### config.mk
export PLATFORM = sky130hd
export DESIGN_NAME = wrlc_top
export DESIGN_NICKNAME = d
export VERILOG_FILES = /design/src/inc/wrlc_pkg.sv /design/src/wrlc_top.sv
export SDC_FILE = /design/constraint.sdc
export NUM_CORES = 1
export LEC_CHECK = 0
export ABC_AREA = 1
export ABC_CLOCK_PERIOD_IN_PS = 1450
export BUFFER_PORTS_ARGS = -buffer_cell sky130_fd_sc_hd__buf_2
export CAP_MARGIN = 15
export CORE_ASPECT_RATIO = 1.2
export CORE_UTILIZATION = 40
export CTS_CLUSTER_DIAMETER = 150
export DETAILED_ROUTE_END_ITERATION = 16
export PLACE_DENSITY = 0.71
export SLEW_MARGIN = 20
export SYNTH_ARGS = -nofsm -noshare
export SYNTH_HDL_FRONTEND = slang
export SYNTH_SLANG_ARGS = --single-unit
### constraint.sdc
create_clock -name i_ref_clk -period 1.45 [get_ports i_ref_clk]
set_input_delay 0.435 -clock i_ref_clk [delete_from_list [all_inputs] [get_ports i_ref_clk]]
set_output_delay 0.435 -clock i_ref_clk [all_outputs]
set_load 0.03 [all_outputs]
### src/inc/wrlc_pkg.sv
`default_nettype none
package wrlc_pkg;
    // timing: 2 kbit/s link, 50 MHz core clock
    localparam int CLK_PERIOD_NS = 20;
    localparam int BIT_RATE_BPS  = 2000;
    localparam int BIT_PERIOD_NS = 1000000000 / BIT_RATE_BPS;
    localparam int BIT_CYC       = BIT_PERIOD_NS / CLK_PERIOD_NS;
    localparam int PKT_BITS      = 16;

    // register byte offsets
    localparam logic [7:0] OFS_CTRL     = 8'h00;
    localparam logic [7:0] OFS_SIGSTR   = 8'h04;
    localparam logic [7:0] OFS_STATUS   = 8'h08;
    localparam logic [7:0] OFS_IRQ_STAT = 8'h0C;
    localparam logic [7:0] OFS_IRQ_MASK = 8'h10;

    // reset values
    localparam logic [1:0] CTRL_CMD_RST  = 2'h0;
    localparam logic [7:0] CTRL_STEP_RST = 8'h04;
    localparam logic [7:0] SIGSTR_RST    = 8'h80;
    localparam logic [3:0] IRQ_MASK_RST  = 4'h0;

    // field positions
    localparam int CTRL_CMD_LSB  = 0;
    localparam int CTRL_STEP_LSB = 8;
    localparam int STAT_ST_LSB   = 0;
    localparam int STAT_FLT_LSB  = 4;
    localparam int STAT_BUSY_BIT = 8;

    // irq status bits
    localparam int IRQ_LINK_UP = 0;
    localparam int IRQ_EPT     = 1;
    localparam int IRQ_FAULT   = 2;
    localparam int IRQ_SHDN    = 3;

    // packet headers and end-of-transfer reasons
    localparam logic [7:0] HDR_SIGSTR = 8'h11;
    localparam logic [7:0] HDR_IDENT  = 8'h21;
    localparam logic [7:0] HDR_CONFIG = 8'h31;
    localparam logic [7:0] HDR_CTLERR = 8'h41;
    localparam logic [7:0] HDR_ENDPT  = 8'h51;
    localparam logic [7:0] EPT_CHARGE = 8'h01;
    localparam logic [7:0] EPT_SWSTOP = 8'h00;

    typedef enum logic [1:0] {
        CMD_HOLD  = 2'b00,
        CMD_RAISE = 2'b01,
        CMD_LOWER = 2'b10,
        CMD_STOP  = 2'b11
    } wrlc_cmd_t;

    typedef enum logic [2:0] {
        ST_OFF  = 3'b000,
        ST_SIG  = 3'b001,
        ST_ID   = 3'b010,
        ST_CFG  = 3'b011,
        ST_XFER = 3'b100,
        ST_EPT  = 3'b101,
        ST_SHUT = 3'b110
    } wrlc_state_t;

    typedef struct packed {
        logic        psel;
        logic        penable;
        logic        pwrite;
        logic [7:0]  paddr;
        logic [31:0] pwdata;
    } wrlc_apb_req_t;

    typedef struct packed {
        logic        pready;
        logic        pslverr;
        logic [31:0] prdata;
    } wrlc_apb_rsp_t;

    typedef struct packed {
        wrlc_state_t   state;
        logic [15:0]   bit_cnt;
        logic [15:0]   shreg;
        logic [4:0]    nbits;
        logic          busy;
        logic          mod;
        logic          fault_oe;
        logic          fault_q;
        logic          act_oe;
        logic          out_hiz;
        wrlc_cmd_t     cmd;
        logic [7:0]    step;
        logic [7:0]    sigstr;
        logic [3:0]    irq_stat;
        logic [3:0]    irq_mask;
        logic          irq;
        wrlc_apb_rsp_t apb;
    } wrlc_regs_t;
endpackage
`default_nettype wire

### src/wrlc_top.sv
`timescale 1ns/1ps
`default_nettype none
module wrlc_top
    import wrlc_pkg::*;
#(
    parameter int       BIT_CYCLES = wrlc_pkg::BIT_CYC,
    parameter bit [7:0] ID_DATA    = 8'h5A, // arbitrary value
    parameter bit [7:0] CFG_DATA   = 8'h0F
) (
    input  wire logic                    i_ref_clk,
    input  wire logic                    i_reset,
    input  wire wrlc_pkg::wrlc_apb_req_t i_apb,
    output var  wrlc_pkg::wrlc_apb_rsp_t o_apb,
    input  wire logic                    i_en_n,
    input  wire logic                    i_eoc,
    input  wire logic                    i_rect_ok,
    input  wire logic                    i_die_hot,
    input  wire logic                    i_remote_temp_a,
    input  wire logic                    i_remote_temp_b,
    output logic                         o_coil_term_a_mod,
    output logic                         o_coil_term_b_mod,
    output logic                         o_fault_n_o,
    output logic                         o_fault_n_oe,
    output logic                         o_link_active_n_o,
    output logic                         o_link_active_n_oe,
    output logic                         o_out_hiz,
    output logic                         o_irq
);
    import wrlc_pkg::*;

    localparam logic [15:0] BIT_LAST = 16'(BIT_CYCLES - 1);
    localparam logic [4:0]  NBITS    = 5'(PKT_BITS);

    wrlc_regs_t  r_reg;
    wrlc_regs_t  r_next;
    logic        tick;
    logic        pkt_done;
    logic        fault_now;
    logic        ept_req;
    logic        acc;
    logic        rd_clr;
    logic [3:0]  ev;
    logic [7:0]  cep_data;
    logic [31:0] rdata;
    logic        hit;

    task automatic launch(input logic [7:0] hdr, input logic [7:0] dat);
        r_next.shreg = {hdr, dat};
        r_next.nbits = NBITS;
        r_next.busy  = 1'b1;
    endtask

    always_comb begin
        r_next    = r_reg;
        ev        = 4'h0;
        rd_clr    = 1'b0;
        rdata     = 32'h0;
        hit       = 1'b1;
        pkt_done  = 1'b0;
        tick      = (r_reg.bit_cnt == BIT_LAST);
        fault_now = i_en_n | i_eoc | i_die_hot
                  | i_remote_temp_a | i_remote_temp_b;
        ept_req   = i_eoc | (r_reg.cmd == CMD_STOP);
        unique case (r_reg.cmd)
            CMD_RAISE: cep_data = r_reg.step;
            CMD_LOWER: cep_data = 8'(-r_reg.step);
            CMD_HOLD:  cep_data = 8'h00;
            CMD_STOP:  cep_data = 8'h00;
        endcase

        // bit timer and serialiser
        r_next.bit_cnt = tick ? 16'h0 : r_reg.bit_cnt + 16'h1;
        if (tick && r_reg.busy) begin
            if (r_reg.nbits != 5'h0) begin
                r_next.mod   = r_reg.shreg[15];
                r_next.shreg = {r_reg.shreg[14:0], 1'b0};
                r_next.nbits = r_reg.nbits - 5'h1;
            end else begin
                r_next.mod  = 1'b0;
                r_next.busy = 1'b0;
                pkt_done    = 1'b1;
            end
        end

        // link sequencer
        unique case (r_reg.state)
            ST_OFF: begin
                if (i_rect_ok && !i_en_n) begin
                    if (i_eoc) begin
                        r_next.state = ST_SHUT;
                    end else begin
                        launch(HDR_SIGSTR, r_reg.sigstr);
                        r_next.state = ST_SIG;
                    end
                end
            end
            ST_SIG, ST_ID, ST_CFG, ST_XFER: begin
                if (pkt_done) begin
                    if (ept_req) begin
                        launch(HDR_ENDPT, i_eoc ? EPT_CHARGE
                                                : EPT_SWSTOP);
                        r_next.state = ST_EPT;
                    end else if (r_reg.state == ST_SIG) begin
                        launch(HDR_IDENT, ID_DATA);
                        r_next.state = ST_ID;
                    end else if (r_reg.state == ST_ID) begin
                        launch(HDR_CONFIG, CFG_DATA);
                        r_next.state = ST_CFG;
                    end else begin
                        if (r_reg.state == ST_CFG) begin
                            ev[IRQ_LINK_UP] = 1'b1;
                        end
                        launch(HDR_CTLERR, cep_data);
                        r_next.state = ST_XFER;
                    end
                end
            end
            ST_EPT: begin
                if (pkt_done) begin
                    ev[IRQ_EPT]  = 1'b1;
                    r_next.state = ST_SHUT;
                end
            end
            ST_SHUT: begin
                if (!ept_req) begin
                    r_next.state = ST_OFF;
                end
            end
            default: r_next.state = ST_OFF;
        endcase

        // loss of power or enable high aborts everything
        if (i_en_n || !i_rect_ok) begin
            if (r_reg.state != ST_OFF && i_en_n) begin
                ev[IRQ_SHDN] = 1'b1;
            end
            r_next.state = ST_OFF;
            r_next.busy  = 1'b0;
            r_next.mod   = 1'b0;
        end

        r_next.act_oe   = (r_next.state == ST_XFER);
        r_next.out_hiz  = (r_next.state != ST_XFER)
                        && (r_next.state != ST_EPT);
        r_next.fault_oe = fault_now;
        r_next.fault_q  = fault_now;
        if (fault_now && !r_reg.fault_q) begin
            ev[IRQ_FAULT] = 1'b1;
        end

        // apb slave, one wait state
        acc = i_apb.psel && i_apb.penable;
        unique case (i_apb.paddr)
            OFS_CTRL: begin
                rdata[CTRL_CMD_LSB +: 2]  = r_reg.cmd;
                rdata[CTRL_STEP_LSB +: 8] = r_reg.step;
            end
            OFS_SIGSTR:   rdata[7:0] = r_reg.sigstr;
            OFS_STATUS: begin
                rdata[STAT_ST_LSB +: 3]  = r_reg.state;
                rdata[STAT_FLT_LSB]      = r_reg.fault_oe;
                rdata[STAT_BUSY_BIT]     = r_reg.busy;
            end
            OFS_IRQ_STAT: rdata[3:0] = r_reg.irq_stat;
            OFS_IRQ_MASK: rdata[3:0] = r_reg.irq_mask;
            default:      hit = 1'b0;
        endcase
        r_next.apb.pready = acc && !r_reg.apb.pready;
        if (acc && !r_reg.apb.pready) begin
            r_next.apb.pslverr = !hit;
            r_next.apb.prdata  = i_apb.pwrite ? 32'h0 : rdata;
        end else begin
            r_next.apb.pslverr = 1'b0;
            r_next.apb.prdata  = 32'h0;
        end
        if (acc && r_reg.apb.pready) begin
            if (i_apb.pwrite) begin
                unique case (i_apb.paddr)
                    OFS_CTRL: begin
                        r_next.cmd  = wrlc_cmd_t'(
                            i_apb.pwdata[CTRL_CMD_LSB +: 2]);
                        r_next.step = i_apb.pwdata[CTRL_STEP_LSB +: 8];
                    end
                    OFS_SIGSTR:   r_next.sigstr   = i_apb.pwdata[7:0];
                    OFS_IRQ_MASK: r_next.irq_mask = i_apb.pwdata[3:0];
                    default:      r_next.sigstr   = r_reg.sigstr;
                endcase
            end else if (i_apb.paddr == OFS_IRQ_STAT) begin
                rd_clr = 1'b1;
            end
        end

        // sticky events, set beats read-clear
        r_next.irq_stat = (rd_clr ? 4'h0 : r_reg.irq_stat) | ev;
        r_next.irq      = |(r_next.irq_stat & r_next.irq_mask);
    end

    always_ff @(posedge i_ref_clk) begin
        if (i_reset) begin
            r_reg          <= '0;
            r_reg.state    <= ST_OFF;
            r_reg.out_hiz  <= 1'b1;
            r_reg.cmd      <= wrlc_cmd_t'(CTRL_CMD_RST);
            r_reg.step     <= CTRL_STEP_RST;
            r_reg.sigstr   <= SIGSTR_RST;
            r_reg.irq_mask <= IRQ_MASK_RST;
        end else begin
            r_reg <= r_next;
        end
    end

    assign o_apb              = r_reg.apb;
    assign o_coil_term_a_mod  = r_reg.mod;
    assign o_coil_term_b_mod  = r_reg.mod;
    assign o_fault_n_o        = 1'b0;
    assign o_fault_n_oe       = r_reg.fault_oe;
    assign o_link_active_n_o  = 1'b0;
    assign o_link_active_n_oe = r_reg.act_oe;
    assign o_out_hiz          = r_reg.out_hiz;
    assign o_irq              = r_reg.irq;
endmodule
`default_nettype wire
==> results of run 1 <==
routing by layer:
layer | GRT usage (%) | vias up | wire length [um]
met1 | 22.2 | 2203 | 5100
met4 | 7.41 | 0 | 267
li1 | - | 2453 | -
met2 | 38.9 | 84 | 7100
met3 | 3.42 | 22 | 316
met5 | 0 | - | 0
report_power, final:
part	internal (mW)	switching, mW
clock	1.32	0.952
sequential	2.50	0.0178
combinational	0.182	0.299
total	4.00	1.27
final timing paths:
| check | from | to | slack (ns) |
|---|---|---|---|
| min | i_reset | o_apb[33] | 0.31 |
| max reg2reg | r_reg[88] | r_reg[83] | -0.28 |
| min reg2reg | r_reg[87] | o_coil_term_a_mod | 0.46 |
| max | r_reg[88] | r_reg[83] | -0.28 |
cell families (layout without fill, tap and decap cells):
kind of cell / count (synthesis) / count (layout) / synth area share (%)
and+or+nand+nor: 341 / 341 / 35.1
xor gates and xnor gates: 6 / 6 / 1.08
AOI/OAI and AO/OA: 100 / 100 / 11.5
DFF: 90 / 90 / 37.0
buffers and inverters: 146 / 287 / 14.5
other: 1 / 18 / 0.0770
adders and majority gates: 3 / 3 / 0.771
per-stage QoR:
step | std cells | setup slack (ns) | TNS (ns) | hold slack [ns]
2_1_floorplan | 704 | -0.0430 | -0.209 | 0.420
3_3_place_gp | 970 | -0.243 | -12.00 | 0.449
3_5_place_dp | 970 | -0.286 | -13.77 | 0.457
4_1_cts | 998 | -0.226 | -6.41 | 0.305
5_1_grt | 1002 | -0.388 | -13.33 | 0.300
6_report | 1002 | -0.280 | -8.47 | 0.305
layout by cell type (no fill, tap or decap), drive strengths merged, types with 2 or more instances in the layout:
master,netlist,layout
o21a,2,2
a31oi,3,3
a21oi,42,42
o21bai,2,2
clkinv,4,6
nor2,93,93
nor3b,2,2
o211ai,5,5
inv,94,95
dfxtp,90,90
o21ai,40,40
nand2,155,155
nand4,11,11
xor2,6,6
ha,3,3
nor3,15,15
nand3,62,62
buf,44,174
conb,1,18
clkbuf,4,10
worst reg2reg max path, stage by stage (launching register included):
cell and delay [ns]:
dfxtp_2 0.35, ha_4 0.16, inv_2 0.04, nor2_2 0.08, nand2_2 0.07, nor2_4 0.16, nand4_4 0.19, nand2_4 0.17
nand2_8 0.10, buf_12 0.16, nand2_8 0.08, a211oi_2 0.04
area by class of cell:
| cell class | instances | area [um2] |
|---|---|---|
| Clock buffer | 10 | 229 |
| Clock inverter | 5 | 56.3 |
| Fill cell | 1078 | 4980 |
| Inverter | 98 | 375 |
| Multi-Input combinational cell | 468 | 2830 |
| Sequential cell | 90 | 1810 |
| Tap cell | 157 | 196 |
| Timing Repair Buffer | 174 | 1260 |
repair_timing:
action,CTS,global route
gates resized for setup,72,43
buffers inserted,13,4
pin swaps,18,19
setup endpoints to repair,47,58
==> metrics.csv, run 1 <==
stage;metric;value;unit
synthesis;Post-Synthesis Cells;687;
global_route;first-pass GRT wire length;20000;um
sta;Max Clock Skew;0.00744;ns
setup_path;Levels on crit path;11;
pwr;PD cells;781;nW/um2
die;core footprint;11700;um2
synthesis;#FFs+latches synth;90;
sta;f_max;578;MHz
setup_path;worst-path cell chain;ha_4 -> inv_2 -> nor2_2 -> nand2_2 -> nor2_4 -> nand4_4 -> nand2_4 -> nand2_8 -> buf_12 -> nand2_8 -> a211oi_2;
detailed_routing;total wire length;12800;um
clocking;clk slew on worst S/H paths;0.06;ns
status;violated checks;negative setup slack;
cells_and_area;Area Growth Syn to Fin;38.7;%
synthesis;Yosys top cell by area;dfxtp_1;
run;Max Cap Viol;0;
sta;setup ws final;-0.280;ns
die;row cnt;43;
status;status;complete, but fails checks;
synthesis;most numerous cell in the Yosys netlist;nand2_1;
die;die height;123;um
cells_and_area;max reg flops;68;
pwr;total power;5.27;mW
setup_path;CP max stage delay;0.35;ns
global_route;antenna violations before repair;0;
global_route;largest net degree at the start of global routing;21;
synthesis;number of warning messages in the yosys log;0;
pwr;Max IR drop VDD;0.595;mV
synthesis;Post-synth EDFFs;0;
clocking;clock sink count;90;
clocking;worst skew pair latency;0.34;ns
sta;Fin. Hold Viols;0;
cells_and_area;fin area;6750;um2
placement;port bufs;58;
synthesis;share of the synthesized area in the top cell type;37.0;%
detailed_routing;DR pass1 iterations;4;
sta;endpoints failing setup;46;
sta;period utilisation layout;119;%
clocking;Root Buffer;clkbuf_16;
cells_and_area;layout net count;895;
detailed_routing;Antenna Nets Post-Route;0;
die;die width;103;um
pwr;Leak Pwr;3.20;nW
setup_path;Setup CP Type;reg -> reg;
synthesis;Most used DFF post-synth;dfxtp_1;
synthesis;Cell variety after synth;44;
detailed_routing;DR DRC count;0;
setup_path;worst path arrival time;1.95;ns
clocking;htree depth;3;
clocking;CTS tree;built;
setup_path;Reg2Reg Depth;11;
global_route;vias in the first global route;4534;
clocking;hold-fix buffer count after cts;0;
detailed_routing;wire per inst;12.8;um
setup_path;CP top delay family;simple AND/OR/NAND/NOR gates;
detailed_routing;vias post-DR;4762;
cells_and_area;fin util;57.6;%
setup_path;critical path startpoint category;register;
sta;RSZ-0062 raised after global routing;yes;
detailed_routing;vias per cell;4.75;
setup_path;Worst setup EP type;register;
clocking;CTS buffer count;9;
placement;Detail Placement HPWL;9340;um
sta;max-slew violation count;0;
synthesis;Avg Cell Area, Syn;7.09;um2
synthesis;register area share after synthesis;37.0;%
die;Die ar.;12600;um2
global_route;gr usage total;20.5;%
cells_and_area;Ant. Diodes;0;
die;I/O pin count;93;
sta;Final min period;1.73;ns
global_route;total gr overflow;0;
detailed_routing;initial detailed-routing violation count;202;
setup_path;Slowest cell on crit path;dfxtp_2;
placement;Final Wtd Congestion;0.935;
synthesis;Synth async-reset ratio;0;%
setup_path;Worst Path Max Fanout;8;
cells_and_area;layout cell share with drive strength beyond 1;39.8;%
setup_path;Worst Path Buf+Inv;2;
synthesis;top cells by count, synth;nand2_1, dfxtp_1, inv_1, nor2_1, nand3_1;
synthesis;Synth area leaders;dfxtp_1, nand2_1, inv_1;
setup_path;crit-path most repeated cell;nand2_8;
die;Initial Util;41.5;%
min_path;Min-Delay Path Class;in -> reg;
placement;Placed Area;5900;um2
synthesis;Post-Syn Area;4870;um2
clocking;clock tree buffer depth;2;
setup_path;CP required;1.67;ns
min_path;Worst Hold Depth;2;
Note: power is estimated with default switching activity, not from simulation.
==> run 2, diff against run 1 <==
--- a/config.mk
+++ b/config.mk
@@ -7,13 +7,14 @@
 export LEC_CHECK = 0
 export ABC_AREA = 1
 export ABC_CLOCK_PERIOD_IN_PS = 1450
-export BUFFER_PORTS_ARGS = -buffer_cell sky130_fd_sc_hd__buf_2
 export CAP_MARGIN = 15
 export CORE_ASPECT_RATIO = 1.2
+export CORE_MARGIN = 2
 export CORE_UTILIZATION = 40
 export CTS_CLUSTER_DIAMETER = 150
 export DETAILED_ROUTE_END_ITERATION = 16
-export PLACE_DENSITY = 0.71
+export DONT_BUFFER_PORTS = 1
+export PLACE_DENSITY = 0.64
 export SLEW_MARGIN = 20
 export SYNTH_ARGS = -nofsm -noshare
 export SYNTH_HDL_FRONTEND = slang
==> run 2 against run 1 <==
  * The run still ends with negative setup slack left
  * Final cell count fell by 5.1%
  * Via count fell by 2.3%
  * Combinational power fell by 15%
  * Sequential share of layout area rose by 1.4 points
  * Flip-flop and latch count did not move
  * Largest cell class unchanged
==> metrics.csv, run 2 (synthesis results as in run 1) <==
stage;metric;value;unit;change
global_route;first-pass GRT wire length;20000;um;+0.10%
setup_path;CP top delay family;simple AND/OR/NAND/NOR gates;;
global_route;met2 usage;35.4;%;-3.5 points
clocking;clock sink count;90;;unchanged
setup_path;crit-path most repeated cell;nand2_4;;
setup_path;critical path startpoint category;register;;
detailed_routing;vias post-DR;4651;;-2.3%
global_route;gr usage total;18.7;%;-1.7 points
detailed_routing;DR DRC count;0;;unchanged
clocking;worst skew pair latency;0.34;ns;about the same
cells_and_area;most frequent cells in the layout;nand2_1, buf_4, dfxtp_1;;
sta;f_max;582;MHz;+0.65%
global_route;total gr overflow;0;;unchanged
sta;Final min period;1.72;ns;-0.0112 ns
placement;Detail Placement HPWL;9580;um;+2.6%
status;violated checks;negative setup slack;;
sta;max-slew violation count;0;;unchanged
sta;RSZ-0062 raised after global routing;yes;;
pwr;Max IR drop VDD;0.429;mV;-28%
clocking;Root Buffer;clkbuf_16;;
setup_path;Register-to-Register Setup Slack;-0.27;ns;about the same
detailed_routing;wire per inst;13.7;um;+7.3%
pwr;PD cells;815;nW/um2;+4.4%
die;core footprint;12000;um2;+2.3%
cells_and_area;Final Non-Filler Cells;951;;-5.1%
global_route;antenna violations before repair;0;;unchanged
pwr;Leak Pwr;2.93;nW;-8.4%
clocking;htree depth;3;;unchanged
die;die height;125;um;+1.6%
die;Initial Util;40.6;%;-0.94 points
clocking;clk slew on worst S/H paths;0.06;ns;about the same
min_path;Min-Delay Path Class;in -> reg;;
cells_and_area;fin util;53.6;%;-3.9 points
cells_and_area;Ant. Diodes;0;;unchanged
die;I/O pin count;93;;unchanged
sta;Fin. Hold Viols;0;;unchanged
clocking;clock tree buffer depth;2;;unchanged
placement;Placed Cells;916;;-5.6%
detailed_routing;vias per cell;4.89;;+2.9%
cells_and_area;layout net count;840;;-6.1%
die;die width;105;um;+1.9%
clocking;CTS tree;built;;
setup_path;worst path arrival time;1.94;ns;about the same
setup_path;Worst Path Max Fanout;4;;-4
global_route;met3 usage;3.40;%;-0.015 points
placement;port bufs;0;;-100%
setup_path;Setup CP Type;reg -> reg;;
sta;period utilisation layout;119;%;-0.78 points
setup_path;CP max stage delay;0.35;ns;about the same
global_route;grt met1 use;20.0;%;-2.3 points
cells_and_area;Area Growth Syn to Fin;32.2;%;
setup_path;Slowest cell on crit path;dfxtp_2;;
detailed_routing;Antenna Nets Post-Route;0;;unchanged
placement;Final Wtd Congestion;0.884;;-5.5%
setup_path;Worst Path Buf+Inv;2;;unchanged
setup_path;Worst setup EP type;register;;
setup_path;CP required;1.68;ns;about the same
sta;endpoints failing setup;43;;-6.5%
setup_path;worst-path cell chain;ha_4 -> inv_2 -> nor2_2 -> nand2_2 -> nor2_4 -> nand4_4 -> nand2_4 -> nand2_4 -> buf_4 -> o21ai_2 -> nor2_1;;
sta;Max Clock Skew;0.00816;ns;+0.000720 ns
die;row cnt;44;;+2.3%
detailed_routing;total wire length;13000;um;+1.8%
cells_and_area;layout cell share with drive strength beyond 1;33.8;%;-6.0 points
cells_and_area;leading cell type in the layout, fill and taps excluded;nand2_1;;
detailed_routing;DR pass1 iterations;5;;+1
global_route;gr busiest metal;met2;;
status;status;complete, but fails checks;;
detailed_routing;initial detailed-routing violation count;190;;-5.9%
run;Max Cap Viol;0;;unchanged
clocking;hold-fix buffer count after cts;0;;unchanged
global_route;largest net degree at the start of global routing;27;;+29%
global_route;vias in the first global route;4505;;-0.64%
cells_and_area;max reg flops;68;;unchanged
die;Die ar.;13100;um2;+3.6%
sta;TNS Setup;-6.11;ns;+2.36 ns
sta;setup ws final;-0.269;ns;+0.0112 ns
clocking;CTS buffer count;9;;unchanged
## run 2: repair_timing
action,4_1_cts,5_1_grt
resized for setup,43,57
setup buffers,2,18
pin swaps,15,28
endpoints found under the setup margin,45,48
## run 2: where the power goes
part / total, mW / switching, mW / leakage, nW / internal (mW)
clock: 2.32 / 0.941 / 0.136 / 1.38
sequential: 2.52 / 0.0222 / 0.731 / 2.49
combinational: 0.411 / 0.258 / 2.07 / 0.153
## run 2: per-stage QoR
step / cell area, um2 / setup slack, ns / hold slack (ns) / power, mW
final: 6440 / -0.269 / 0.162 / 5.24
after global routing: 6440 / -0.357 / 0.144 / 5.41
after detailed placement: 5630 / -0.205 / 0.454 / 2.91
after global placement: 5630 / -0.162 / 0.451 / 2.90
after floorplan: 4990 / -0.0430 / 0.420 / 2.85
after CTS: 6070 / -0.199 / 0.155 / 5.21
## run 2: area by class of cell
| cell class | count | area, um2 |
|---|---|---|
| fill | 1151 | 5570 |
| inverter | 98 | 374 |
| sequential | 90 | 1810 |
| clock inverter | 2 | 37.5 |
| multi-input combinational | 468 | 2760 |
| timing repair buffer | 119 | 997 |
| tap | 161 | 201 |
| clock buffer | 13 | 250 |
## run 2: path summary, 6_finish.rpt
path                            startpoint         to  depth (start not counted)
worst max register to register   r_reg[88]  r_reg[85]                         11
worst min-delay path               i_reset  r_reg[80]                          1
worst max-delay path             r_reg[88]  r_reg[85]                         11
worst min register to register   r_reg[81]  r_reg[82]                          2
## run 2: routing by layer
layer / vias to the layer above / routed length [um]
met5: - / 0
met4: 0 / 323
met3: 25 / 330
met2: 68 / 7300
met1: 2217 / 5060
li1: 2341 / -
==> run 3, diff against run 2 <==
--- a/config.mk
+++ b/config.mk
@@ -6,7 +6,7 @@
 export NUM_CORES = 1
 export LEC_CHECK = 0
 export ABC_AREA = 1
-export ABC_CLOCK_PERIOD_IN_PS = 1450
+export ABC_CLOCK_PERIOD_IN_PS = 1700
 export CAP_MARGIN = 15
 export CORE_ASPECT_RATIO = 1.2
 export CORE_MARGIN = 2
@@ -14,8 +14,7 @@
 export CTS_CLUSTER_DIAMETER = 150
 export DETAILED_ROUTE_END_ITERATION = 16
 export DONT_BUFFER_PORTS = 1
-export PLACE_DENSITY = 0.64
-export SLEW_MARGIN = 20
+export PLACE_DENSITY = 0.62
 export SYNTH_ARGS = -nofsm -noshare
 export SYNTH_HDL_FRONTEND = slang
 export SYNTH_SLANG_ARGS = --single-unit
==> constraint.sdc (replaced) <==
create_clock -name i_ref_clk -period 1.7 [get_ports i_ref_clk]
set_input_delay 0.51 -clock i_ref_clk [delete_from_list [all_inputs] [get_ports i_ref_clk]]
set_output_delay 0.51 -clock i_ref_clk [all_outputs]
set_load 0.03 [all_outputs]
==> run 3 against run 2 <==
  * The flow now finishes without violations
  * Final cell count decreased by 6.6%
  * Critical endpoint is now o_link_active_n_oe
  * First-iteration DRC count down 13%
  * Critical path type unchanged
  * Clock skew is 0.0015 ns lower
  * Wire length fell by 11%
  * Setup slack improved by 0.28 ns
  * Global-route usage shrank 0.73 points
  * Worst hold slack gained 0.063 ns
  * Utilization decreased by 5.9 points
  * Count of clock-buffer cells in the layout decreased by 1
==> metrics.csv, run 3 (synthesis results as in run 1) <==
stage;metric;value;unit;change
cells_and_area;leading cell type in the layout, fill and taps excluded;nand2_1;;
global_route;vias in the first global route;4227;;-6.2%
sta;Fin. Hold Viols;0;;unchanged
global_route;gr usage total;18.0;%;-0.73 points
setup_path;Register-to-Register Setup Slack;0.01;ns;+0.28 ns
die;die height;125;um;unchanged
setup_path;critical path startpoint category;register;;
global_route;first-pass GRT wire length;19100;um;-4.4%
setup_path;crit-path most repeated cell;nand2_4;;
detailed_routing;DR DRC count;0;;unchanged
placement;worst slack, placed;-0.0540;ns;+0.151 ns
min_path;origin of the worst min-delay path;i_reset;;
sta;max-slew violation count;0;;unchanged
detailed_routing;Antenna Nets Post-Route;0;;unchanged
clocking;CTS buffer count;9;;unchanged
setup_path;CP required;1.94;ns;+0.26 ns
placement;Final Wtd Congestion;0.889;;+0.59%
clocking;htree depth;3;;unchanged
detailed_routing;vias per cell;4.83;;-1.3%
sta;TNS Setup;0;ns;+6.11 ns
setup_path;Setup CP Type;reg -> reg;;
clocking;Root Buffer;clkbuf_16;;
placement;Detail Placement HPWL;9050;um;-5.6%
setup_path;reg2reg end;o_link_active_n_oe;;
die;row cnt;44;;unchanged
global_route;total gr overflow;0;;unchanged
setup_path;Worst Path Buf+Inv;2;;unchanged
setup_path;CP max stage delay;0.32;ns;-0.03 ns
pwr;Max IR drop VDD;0.343;mV;-20%
setup_path;Worst Path Max Fanout;6;;+2
cells_and_area;Ant. Diodes;0;;unchanged
detailed_routing;DR pass1 iterations;5;;unchanged
die;I/O pin count;93;;unchanged
sta;Worst Hold Slack;0.225;ns;+0.0627 ns
detailed_routing;initial detailed-routing violation count;165;;-13%
setup_path;worst path arrival time;1.92;ns;-0.02 ns
pwr;Leak Pwr;2.53;nW;-14%
sta;Max Clock Skew;0.00668;ns;-0.00148 ns
clocking;clock tree buffer depth;2;;unchanged
sta;f_max;593;MHz;+2.0%
die;core footprint;12000;um2;unchanged
die;die width;105;um;unchanged
cells_and_area;most frequent cells in the layout;nand2_1, dfxtp_1, inv_1;;
clocking;worst skew pair latency;0.34;ns;about the same
global_route;antenna violations before repair;0;;unchanged
cells_and_area;Final Non-Filler Cells;888;;-6.6%
sta;Final min period;1.69;ns;-0.0335 ns
cells_and_area;max reg flops;68;;unchanged
clocking;clock sink count;90;;unchanged
min_path;Worst Hold Depth;1;;unchanged
cells_and_area;fin util;47.8;%;-5.9 points
sta;endpoints failing setup;0;;-100%
setup_path;worst-path cell chain;inv_2 -> ha_4 -> nand2_4 -> nor2_8 -> clkinvlp_4 -> nor2_8 -> nand2_4 -> nand2_4 -> nand2_4 -> a21oi_2 -> nor2_1;;
min_path;Min-Delay Path Class;in -> reg;;
clocking;hold-fix buffer count after cts;0;;unchanged
sta;RSZ-0062 raised after global routing;yes;;
sta;period utilisation layout;99.1;%;-19 points
cells_and_area;Fillers;1239;;+7.6%
clocking;clk slew on worst S/H paths;0.06;ns;about the same
cells_and_area;layout net count;776;;-7.6%
run;Max Cap Viol;0;;unchanged
setup_path;Slowest cell on crit path;dfxtp_1;;
setup_path;Worst setup EP type;register;;
setup_path;Reg2Reg Depth;11;;unchanged
detailed_routing;vias post-DR;4288;;-7.8%
status;status;finished clean;;
placement;port bufs;0;;unchanged
cells_and_area;layout cell share with drive strength beyond 1;23.5;%;-10 points
detailed_routing;total wire length;11600;um;-11%
die;Die ar.;13100;um2;unchanged
cells_and_area;Area Growth Syn to Fin;17.8;%;
min_path;Hold Path Sink;r_reg[84];;
global_route;largest net degree at the start of global routing;28;;+3.7%
die;Initial Util;40.6;%;unchanged
clocking;CTS tree;built;;
detailed_routing;wire per inst;13.1;um;-4.4%
setup_path;CP top delay family;simple AND/OR/NAND/NOR gates;;
pwr;PD cells;757;nW/um2;-7.2%
setup_path;R2R Path Start;r_reg[67];;
placement;Placed Cells;865;;-5.6%
sta;setup ws final;0.0147;ns;+0.284 ns
run 3: cell count changes in the layout (fill, tap and decap cells not counted), moves of 7 or more:
cell and delta:
buf_6 -7, nand2_1 +7, nor2_1 +7, a21oi_1 +9, a21oi_2 -8, buf_4 -55
o21ai_0 +7
run 3: final cells by class:
class / count / area [um2] / area share (%)
clock buffers: 12 / 267 / 4.65
well taps: 161 / 201 / 3.51
inverters: 98 / 378 / 6.59
flip-flops and latches: 90 / 1810 / 31.6
clock inverters: 4 / 25.0 / 0.436
multi-input cells: 468 / 2590 / 45.1
repair buffers: 55 / 465 / 8.12
run 3: where the power goes:
part / internal (mW) / switching (mW)
combinational: 0.0840 / 0.189
clock: 1.10 / 0.812
sequential: 2.13 / 0.0197
run 3: repair_timing:
item | 4_1_cts | 5_1_grt
setup endpoints to repair | 20 | 22
resized for setup | 6 | 50
cloned | 0 | 0
setup buffers | 2 | 5
pin swaps | 4 | 14
run 3: how the worst max path moves through the flow:
stage,from,to,depth (start not counted)
3_3_place_gp,r_reg[88],r_reg[79],12
3_5_place_dp,r_reg[88],r_reg[79],13
6_report,r_reg[67],o_link_active_n_oe,11
5_1_grt,r_reg[89],r_reg[77],12
4_1_cts,r_reg[89],o_link_active_n_oe,12
2_1_floorplan,r_reg[88],r_reg[72],13
run 3: per-stage QoR:
step / power [mW] / cell area (um2)
2_1_floorplan: 2.42 / 4930
3_3_place_gp: 2.43 / 5170
3_5_place_dp: 2.44 / 5170
4_1_cts: 4.36 / 5500
5_1_grt: 4.48 / 5730
6_report: 4.34 / 5730
run 3: routing by layer:
layer / wire length (um) / GRT usage [%]
met1: 4850 / 20.6
met2: 6100 / 32.4
met3: 354 / 3.40
met4: 305 / 7.92
met5: 0 / 0
